<file path="src/inc/gcl_consts.svh">
`ifndef GCL_CONSTS_SVH
`define GCL_CONSTS_SVH
// Register byte offsets within one port
`define GCL_OFS_PIN_MODE 12'h000
`define GCL_OFS_CONFIG_LOCK 12'h01C
`define GCL_OFS_ALT_FUNC 12'h020
// Port decode: first port base, step between ports
`define GCL_FIRST_PORT_BASE 32'h4001_0800
`define GCL_PORT_STEP 32'h0000_0400
// Lock register fields
`define GCL_LOCK_KEY_POS 16
`define GCL_LOCK_MASK_W 16
// Reset values
`define GCL_PIN_MODE_RST 32'hFFFF_FFFF
`define GCL_ALT_FUNC_RST 32'h0000_0000
`define GCL_LOCK_RST 32'h0000_0000
`endif

</file>
<file path="src/inc/gcl_pkg.sv">
package gcl_pkg;
  typedef enum logic [1:0] {
    GCL_KEY_IDLE = 2'b00,
    GCL_KEY_W1 = 2'b01,
    GCL_KEY_W0 = 2'b10,
    GCL_KEY_W1B = 2'b11
  } gcl_key_e;
endpackage

</file>
<file path="src/design/gcl_port_lock.sv">
// How it works
// - Key bit 16 sets only after write 1, write 0, write 1, then read returning 0.
// - Once set, key bit stays 1 until system reset; software cannot clear it.
// - Lock mask bits 15:0 are writable only while the key bit is 0.
// - Sequence is valid only if mask stays unchanged across all its accesses.
// - With key bit 0, every pin's mode bits and the alternate bits of pins 0-7 are writable.
// - With key bit 1, pins whose mask bit is 1 are frozen; others stay writable.
// - When USB is enabled, the two USB data pins bypass port configuration.
// - Each port instance decodes its own base, first lowest, later ones 0x400 apart.
//
// Implementation choice: strobed register access.
`timescale 1ns/1ps
`default_nettype none
`include "gcl_consts.svh"
module gcl_port_lock #(
  parameter int PINS = 16,
  parameter int PORT_INDEX = 0,
  parameter int USB_MINUS_PIN = 11,
  parameter int USB_PLUS_PIN = 12
) (
  // Clock and reset
  input wire logic mclk,
  input wire logic rst_n,
  // Register port, full words only
  input wire logic [31:0] addr,
  input wire logic [31:0] wrData,
  input wire logic wrStb,
  input wire logic rdStb,
  output logic [31:0] rdData,
  // USB function enable from the USB block, same clock
  input wire logic usbEnable,
  // Configuration seen by the pads
  output logic [2*PINS-1:0] pinModeOut,
  output logic [4*PINS-1:0] altFuncOut,
  output logic [1:0] usbRouted,
  output logic lockKeyOut
);
  localparam logic [31:0] PORT_BASE = `GCL_FIRST_PORT_BASE + 32'(PORT_INDEX) * `GCL_PORT_STEP;
  localparam int KEY = `GCL_LOCK_KEY_POS;

  logic [2*PINS-1:0] pinMode;
  logic [4*PINS-1:0] altFunc;
  logic [PINS-1:0] pinLockMask, next_pinLockMask;
  logic lockKeyBit, next_lockKeyBit;
  logic [PINS-1:0] seqMask, next_seqMask;
  gcl_pkg::gcl_key_e keyState, next_keyState;
  logic [31:0] next_rdData;
  logic [2*PINS-1:0] next_pinModeOut;
  logic [4*PINS-1:0] next_altFuncOut;
  logic [1:0] next_usbRouted;
  logic [PINS-1:0] frozen;
  logic hitPort, selMode, selLock, selAlt;
  logic wrMode, wrAlt, wrLock, rdLock;
  logic [PINS-1:0] wrMask;
  logic wrKey;
  logic maskSame;

  // Port decode on the upper address bits. The register offset sits in the
  // low ten bits only: bits 11:10 already belong to the port base and change
  // from one port to the next, so comparing them against the offset would
  // make the first port unreachable.
  always_comb begin
    hitPort = (addr[31:10] == PORT_BASE[31:10]);
    selMode = hitPort && (addr[9:0] == 10'(`GCL_OFS_PIN_MODE));
    selLock = hitPort && (addr[9:0] == 10'(`GCL_OFS_CONFIG_LOCK));
    selAlt = hitPort && (addr[9:0] == 10'(`GCL_OFS_ALT_FUNC));
  end

  // Strobe qualification; an access to a foreign address is dropped silently
  always_comb begin
    wrMode = wrStb && selMode;
    wrAlt = wrStb && selAlt;
    wrLock = wrStb && selLock;
    rdLock = rdStb && selLock;
  end

  // Lock register fields as carried on the write data.
  // The mask comparison is against the mask captured at the first step,
  // so a mask that wanders and comes back still counts as a change.
  always_comb begin
    wrMask = wrData[PINS-1:0];
    wrKey = wrData[KEY];
    maskSame = (wrMask == seqMask);
  end

  // Freeze only where both key and mask bit are 1; one flag per pin.
  // Until the key arms, the mask is only a proposal and freezes nothing.
  genvar p;
  generate
    for (p = 0; p < PINS; p++) begin : g_freeze
      assign frozen[p] = lockKeyBit && pinLockMask[p];
    end
  endgenerate

  gcl_port_regs #(
    .PINS(PINS),
    .FW(2),
    .RST(`GCL_PIN_MODE_RST)
  ) modeRegs (
    .mclk(mclk),
    .rst_n(rst_n),
    .wrEn(wrMode),
    .wrData(wrData[2*PINS-1:0]),
    .pinFrozen(frozen),
    .value(pinMode)
  );

  // Four alternate-function bits per pin span two words; low eight pins here.
  // The upper word is fed back unchanged, so a write never disturbs pins 8-15.
  logic [4*PINS-1:0] altWrData;
  always_comb begin
    altWrData = altFunc;
    altWrData[31:0] = wrData;
  end

  gcl_port_regs #(
    .PINS(PINS),
    .FW(4),
    .RST(`GCL_ALT_FUNC_RST)
  ) altRegs (
    .mclk(mclk),
    .rst_n(rst_n),
    .wrEn(wrAlt),
    .wrData(altWrData),
    .pinFrozen(frozen),
    .value(altFunc)
  );

  // Key sequence tracker and lock mask.
  // The tracker sleeps once the key is armed: nothing short of a reset may
  // move it again, which keeps a stray sequence from touching the mask.
  always_comb begin
    next_keyState = keyState;
    next_seqMask = seqMask;
    next_lockKeyBit = lockKeyBit;
    next_pinLockMask = pinLockMask;
    if (wrLock && !lockKeyBit) begin
      next_pinLockMask = wrMask;
    end
    if (!lockKeyBit) begin
      case (keyState)
        // Waiting for the opening write of 1
        gcl_pkg::GCL_KEY_IDLE: begin
          if (wrLock && wrKey) begin
            next_keyState = gcl_pkg::GCL_KEY_W1;
            next_seqMask = wrMask;
          end
        end
        // Opening write seen; a write of 0 with the same mask must follow
        gcl_pkg::GCL_KEY_W1: begin
          if (wrLock) begin
            if (!wrKey && maskSame) begin
              next_keyState = gcl_pkg::GCL_KEY_W0;
            end else if (wrKey) begin
              // A fresh write of 1 counts as a new first step
              next_keyState = gcl_pkg::GCL_KEY_W1;
              next_seqMask = wrMask;
            end else begin
              next_keyState = gcl_pkg::GCL_KEY_IDLE;
            end
          end else if (rdLock) begin
            next_keyState = gcl_pkg::GCL_KEY_IDLE;
          end
        end
        // Write of 0 seen; the closing write of 1 must follow
        gcl_pkg::GCL_KEY_W0: begin
          if (wrLock && wrKey && maskSame) begin
            next_keyState = gcl_pkg::GCL_KEY_W1B;
          end else if (wrLock || rdLock) begin
            next_keyState = gcl_pkg::GCL_KEY_IDLE;
          end
        end
        // All writes seen; only a read of the lock register completes it
        gcl_pkg::GCL_KEY_W1B: begin
          if (rdLock) begin
            // Read returns 0 in the key bit, then the key arms
            next_lockKeyBit = 1'b1;
            next_keyState = gcl_pkg::GCL_KEY_IDLE;
          end else if (wrLock) begin
            next_keyState = gcl_pkg::GCL_KEY_IDLE;
          end
        end
        default: begin
          next_keyState = gcl_pkg::GCL_KEY_IDLE;
        end
      endcase
    end
  end

  always_ff @(posedge mclk or negedge rst_n) begin
    if (!rst_n) begin
      keyState <= gcl_pkg::GCL_KEY_IDLE;
      seqMask <= '0;
      lockKeyBit <= 1'b0;
      pinLockMask <= '0;
    end else begin
      keyState <= next_keyState;
      seqMask <= next_seqMask;
      lockKeyBit <= next_lockKeyBit;
      pinLockMask <= next_pinLockMask;
    end
  end

  // Read data: the lock read returns the key as it stood before this access,
  // which is why the completing read of the sequence still shows 0.
  // Reads of other offsets or other ports return zero.
  always_comb begin
    next_rdData = 32'h0000_0000;
    if (rdStb) begin
      if (selMode) begin
        next_rdData[2*PINS-1:0] = pinMode;
      end else if (selAlt) begin
        next_rdData = altFunc[31:0];
      end else if (selLock) begin
        next_rdData[PINS-1:0] = pinLockMask;
        next_rdData[KEY] = lockKeyBit;
      end
    end
  end

  // USB pins are handed to the transceiver regardless of their mode bits.
  // The mode register itself keeps its value, so software sees no change
  // and the pins fall back to their own setting when USB is disabled.
  always_comb begin
    next_pinModeOut = pinMode;
    next_altFuncOut = altFunc;
    next_usbRouted = {usbEnable, usbEnable};
  end

  always_ff @(posedge mclk or negedge rst_n) begin
    if (!rst_n) begin
      rdData <= 32'h0000_0000;
      pinModeOut <= `GCL_PIN_MODE_RST;
      altFuncOut <= '0;
      usbRouted <= 2'h0;
      lockKeyOut <= 1'b0;
    end else begin
      rdData <= next_rdData;
      pinModeOut <= next_pinModeOut;
      altFuncOut <= next_altFuncOut;
      usbRouted <= next_usbRouted;
      lockKeyOut <= next_lockKeyBit;
    end
  end
endmodule
`default_nettype wire

</file>
<file path="src/design/gcl_port_regs.sv">
`timescale 1ns/1ps
`default_nettype none
`include "gcl_consts.svh"
// Per-pin configuration storage with lock-gated writes and registered contents
module gcl_port_regs #(
  parameter int PINS = 16,
  parameter int FW = 2,
  parameter logic [31:0] RST = 32'h0000_0000
) (
  // Clock and reset
  input wire logic mclk,
  input wire logic rst_n,
  // Write side
  input wire logic wrEn,
  input wire logic [PINS*FW-1:0] wrData,
  input wire logic [PINS-1:0] pinFrozen,
  // Contents
  output logic [PINS*FW-1:0] value
);
  logic [PINS*FW-1:0] next_value;

  always_comb begin
    next_value = value;
    for (int i = 0; i < PINS; i++) begin
      if (wrEn && !pinFrozen[i]) begin
        next_value[i*FW +: FW] = wrData[i*FW +: FW];
      end
    end
  end

  always_ff @(posedge mclk or negedge rst_n) begin
    if (!rst_n) begin
      // RST is one word; wider fields get zero-filled above it
      value <= (PINS*FW)'(RST);
    end else begin
      value <= next_value;
    end
  end
endmodule
`default_nettype wire

</file>
<file path="config.mk">
export PLATFORM = sky130hd
export DESIGN_NAME = gcl_port_lock
export DESIGN_NICKNAME = d
export VERILOG_FILES = /design/src/inc/gcl_pkg.sv /design/src/design/gcl_port_lock.sv /design/src/design/gcl_port_regs.sv
export VERILOG_INCLUDE_DIRS = /design/src /design/src/inc
export SDC_FILE = /design/constraint.sdc
export NUM_CORES = 1
export LEC_CHECK = 0
export BUFFER_PORTS_ARGS = -buffer_cell sky130_fd_sc_hd__buf_2
export CAP_MARGIN = 30
export CORE_MARGIN = 10
export CORE_UTILIZATION = 57
export DETAILED_ROUTE_END_ITERATION = 10
export PLACE_DENSITY_LB_ADDON = 0.08
export SKIP_CTS_REPAIR_TIMING = 1
export SLEW_MARGIN = 0
export SYNTH_ARGS = -nofsm -noshare
export SYNTH_HDL_FRONTEND = slang
export SYNTH_SLANG_ARGS = --single-unit
</file>
<file path="constraint.sdc">
create_clock -name mclk -period 6.2 [get_ports mclk]
set_clock_uncertainty 0.15 [all_clocks]
set_input_delay 1.55 -clock mclk [delete_from_list [all_inputs] [get_ports mclk]]
set_output_delay 1.55 -clock mclk [all_outputs]
set_load 0.02 [all_outputs]
</file>
======== Yosys cells after proc, flatten, opt, wreduce, memory -nomap -nowiden ========
Cells that the tools add are included.
storage, ports and cells
  input bits .............................. 69
  word-level logic and storage cells ...... 145
  bits in registers ....................... 196
  output and inout bits ................... 131
cells by class
  equal/unequal tests ..................... 14
  reduce and logical (&&, ||, !) cells .... 75
  muxes and demuxes ....................... 23
  bitwise gates (word level) .............. 1
operator list
  operator                number
  $mux W16                4
  $mux W32                2
  $logic_and A1 B1 Y1     51
  $mux W17                2
  $pmux W16 S2            1
  $eq A22 B21 Y1 const B  1
  $logic_not A1 Y1        18
  $eq A16 B16 Y1          1
  $mux W2                 8
  $mux W15                1
  $eq A10 B5 Y1 const B   1
  $eq A10 B6 Y1 const B   1
  $logic_not A10 Y1       1
  $ne A3 B3 Y1 const B    3
  $ne A2 B2 Y1 const B    4
  $pmux W2 S4             1
  $reduce_and A6 Y1       1
  $reduce_and A5 Y1       1
  $eq A2 B2 Y1 const B    2
  $mux W1                 4
  $eq A2 B1 Y1 const B    1
  $logic_not A2 Y1        1
  $reduce_bool A2 Y1      1
  $logic_or A1 B1 Y1      1
  $not A1 Y1              1

======== Depth between registers and ports, before layout ========
  word-level depth ........................ 7
  depth in mapped cells ................... 8
  depth with buffers taken out ............ 5

======== Modules after synthesis ========
From an unflattened synthesis, not the netlist that was laid out.
second synthesis, totals
  cells, all modules ...................... 600
  area total of the unflattened synthesis .. 9,806.9 sq um
modules (own cells, without submodules)
  module                     cells each  seq. area each (sq um)  instances  area an instance (sq um)
  gcl_port_lock              374         4,144.0                 1          5,693.0
  gcl_port_regs at altRegs   145         1,601.5                 1          2,636.3
  gcl_port_regs at modeRegs  81          840.8                   1          1,477.7

======== Worst setup path before layout ========
No wires, ideal clock.
  kind .................................... input-to-reg
  from .................................... input port addr[19]
  to ...................................... register seqMask[10]
  required time ........................... 5,925 ps
  buffers on the path ..................... 2
  arrival time ............................ 3,512 ps
  setup time .............................. 125 ps
  path slack .............................. 2,412 ps
  stages on the path ...................... 7
  cell sequence ........................... nor4b_2 nand4_2 or4_4 or3_1 buf_6 buf_12 mux2_4
on the way
  word-level cells in the longest chain between the ends .. 6
  elaborated cells between the ends (all ways) .. 7
  those cells by class .................... eq/ne: 3; reduce/logical: 4
RTL lines
  what                                    RTL line              RTL
  start, declared                         gcl_port_lock.sv:25   input wire logic [31:0] addr,
  $eq A22 B21 Y1 (*)                      gcl_port_lock.sv:63   hitPort = (addr[31:10] == PORT_BASE[31:10]);
  $logic_and A1 B1 Y1 (*)                 gcl_port_lock.sv:65   selLock = hitPort && (addr[9:0] == 10'(`GCL_OFS_CONFIG_LOCK));
  $logic_and A1 B1 Y1 (*)                 gcl_port_lock.sv:73   wrLock = wrStb && selLock;
  $logic_and A1 B1 Y1                     gcl_port_lock.sv:144  if (wrLock && wrKey) begin
  $ne A2 B2 Y1 (no source line)           n/a
  $reduce_and A6 Y1 (no source line) (*)  n/a
  end signal, assigned                    gcl_port_lock.sv:198  seqMask <= next_seqMask;
  end, declared                           gcl_port_lock.sv:45   logic [PINS-1:0] seqMask, next_seqMask;
Mark *: on every way between the ends. The rest lies on a longest branch, timed or not.
A chain may end at the register's enable or synchronous reset.

======== Worst setup path in the final report ========
  from .................................... input port addr[15]
  to ...................................... register seqMask[7]
The elaborated chain is that of the path after synthesis.

==> flow_metrics.tcl <==
set metrics [dict create \
    die-area_mm2 0.01853 \
    ys.flop_type "dfrtp_1" \
    p_clk_share_pct 43.6 \
    cts_tree "yes" \
    cp.arrival_ns 3.96 \
    drc 0 \
    pwr-share-seq_pct 52.2 \
    ys_warn_count 0 \
    avgRoutedWirePerCell_um 19.58 \
    root_buffer "clkbuf_16" \
    max_cap_violations 0 \
    grt_pass1_wl_mm 27.29 \
    drt_iter0_drc 230 \
    die-width_um 136.1 \
    timing.final.crit_share_pct 61.22 \
    synth.avg_cell_area_um2 14.08 \
    cp_data_required_time_ns 6.36 \
    ir_drop_uv 141.0 \
    worst_pin_slew_ns 0.8785 \
    period_minus_slack_ns 3.795 \
    path_cells "buf_2 > nor4_2 > nand4_2 > or4_4 > or3_1 > mux2_4" \
    htree_levels 4 \
    diodes 0 \
    crit_path_start_kind "input pin" \
    outcome "completed" \
    worst_path_max_delay_cell "or3_1" \
    relSlewSlack_pct 41.29 \
    synthArstFlopShare_pct 100.0 \
    p_comb_share_pct 4.2 \
    io_buffers 167 \
    p_int_mw 1.904 \
    clkTransAtPathRegs_ns 0.07 \
    ys_seq_elements 196 \
    switching_power_mw 0.5511 \
    path_max_fanout 17 \
    yosysUniqueCellTypes 37 \
    vias 4722 \
    clock_latency_ns 0.43 \
    finalMaxSlewViolations 0 \
    dr.pass1.iters 4 \
    crit_buf_inv 1 \
    layout-drive-gt1-share_pct 51.44 \
    syn2layout_area_growth_pct 19.09 \
    power_mw 2.455 \
    finish.net_count 785 \
    cts_made_buffers 17 \
    die_h_um 136.1 \
    netSwitchingFraction_pct 22.45 \
    stdcell_count 905 \
    hold_violations 0 \
    worst_setup_path_end_kind "flop" \
    clk_path_buf_depth 2 \
    hold_path_class "flop to flop" \
    regArea_mm2 0.004985 \
    leakagePower_nw 4.721 \
    grtUsageTotal_pct 19.29 \
    synth-seq-area-share_pct 64.85 \
    num-fill-cells 986 \
    rows 42 \
    grt_max_degree 112 \
    fmax_mhz 263.5 \
    grt_setup_unrepaired "false" \
    dp_cells 873 \
    finish.utilization_pct 69.12 \
    multi_input_area_mm2 0.002470 \
    first_global_vias 5071 \
    hpwl_mm 12.68 \
    overflow 0 \
    core_area_mm2 0.01324 \
    cts.sinks 196 \
    crit_family "simple AND/OR/NAND/NOR gates" \
    routed_via_density 5.218 \
    synth_edf_count 0 \
    ioPinCount 200 \
    pwr_density_cell_mw_per_mm2 268.2 \
    wl_mm 17.72 \
    final-setup-viol-count 0 \
    start_util_pct 58.04 \
    drtAntennaViolNets 0 \
    slowest_delay_ns 0.73 \
    netlist_instances 546 \
    syn-cell-area_mm2 0.007686 \
    antenna_found_initial 0 \
    worstSetupPathType "input pin to flop" \
    gp_congestion 0.7864 \
    setup_tns_ns 0 \
]
[cells by family after synthesis]
family | synth area share [%]
XOR/XNOR | 1.823
flip-flops | 64.85
other | 0.04879
multiplexers | 16.46
AO/OA/AOI/OAI | 4.070
AND/OR/NAND/NOR | 8.221
buffers and inverters | 4.525
[per-layer routing]
metal,global-route usage [%],routed length [um],vias to the layer above
met5,0,0,-
met4,8.225,440,0
met3,5.535,1250,34
met2,32.18,8847,152
met1,22.88,7179,2362
li1,-,-,2174
[power by group through the flow]
stage	Combinational (mW)	Sequential, mW	Clock (mW)
2_1_floorplan	0.0534	1.30	0
3_3_place_gp	0.103	1.30	0
3_5_place_dp	0.105	1.30	0
4_1_cts	0.105	1.28	1.09
5_1_grt	0.115	1.28	1.15
6_report	0.104	1.28	1.07
[cell type report]
cell class	count	share of cell area, %
flip-flops and latches	196	54.46
multi-input cells	328	26.98
repair buffers	172	9.746
clock buffers	17	4.647
well taps	176	2.406
clock inverters	15	1.722
inverters	1	0.04101
[worst register-to-register path: cells and delay by family (launching register included)]
family / cells / cell delay, ns
mux: 1 / 0.44
simple gates: 2 / 1.40
flops: 1 / 0.69
[cell usage after synthesis (2+ instances only)]
| cell | n | area, um^2 |
|---|---|---|
| nand4_1 | 2 | 12.51 |
| mux2_4 | 9 | 135.1 |
| or3_1 | 3 | 18.77 |
| nor4b_2 | 3 | 45.04 |
| dfstp_2 | 64 | 1682 |
| nor4_2 | 4 | 50.05 |
| nor4bb_1 | 2 | 20.02 |
| mux2_2 | 87 | 979.7 |
| buf_4 | 33 | 247.7 |
| nand3_1 | 12 | 60.06 |
| nand2_1 | 48 | 180.2 |
| xor2_1 | 16 | 140.1 |
| nor2_1 | 34 | 127.6 |
| a21boi_0 | 8 | 60.06 |
| clkbuf_1 | 16 | 60.06 |
| a211oi_1 | 17 | 127.6 |
| mux2i_1 | 15 | 150.1 |
| o21ai_0 | 18 | 90.09 |
| dfrtp_1 | 132 | 3303 |
| nor4_1 | 6 | 37.54 |
[layout by cell type, fill, tap and decap left out, types with 4 or more instances in the layout]
cell type and instances:
clkbuf_16 17, mux2_4 9, buf_4 4, o21ai_0 18, buf_2 166, mux2_2 87
clkinv_4 4, dfstp_2 64, xor2_1 16, nand2_1 48, conb_1 32, a211oi_1 17
mux2i_1 15, nor4_1 6, nor4_2 4, clkinvlp_4 4, nor2_1 34, a21boi_0 8
nand3_1 12, dfrtp_1 132
[metrics by stage]
step	worst slack (ns)	area (um^2)	hold WS, ns
after floorplan	2.412	7802	0.2085
after global placement	1.980	8571	0.2124
after detailed placement	1.958	8571	0.2141
after CTS	2.401	9154	0.2220
after global routing	2.265	9154	0.2281
final	2.405	9154	0.2197
[registers in the layout, indices dropped and copies added, names as in the netlist]
signal and flops:
altRegs.value 32, modeRegs.value 32, pinLockMask 16, altFuncOut 32
keyState 2, rdData 32, pinModeOut 32, seqMask 16
usbRouted 1, lockKeyOut 1
[worst paths after layout]
check,startpoint,end,slack (ns),depth (start not counted)
max reg2reg,lockKeyOut,seqMask[7],3.40,3
min reg2reg,modeRegs.value[31],pinModeOut[31],0.22,0
min,modeRegs.value[31],pinModeOut[31],0.22,0
max in group asynchronous,rst_n,pinModeOut[15],3.90,2
max,addr[15],seqMask[7],2.40,6
min in group asynchronous,rst_n,rdData[31],1.01,1
Note: power is estimated with default switching activity, not from simulation.
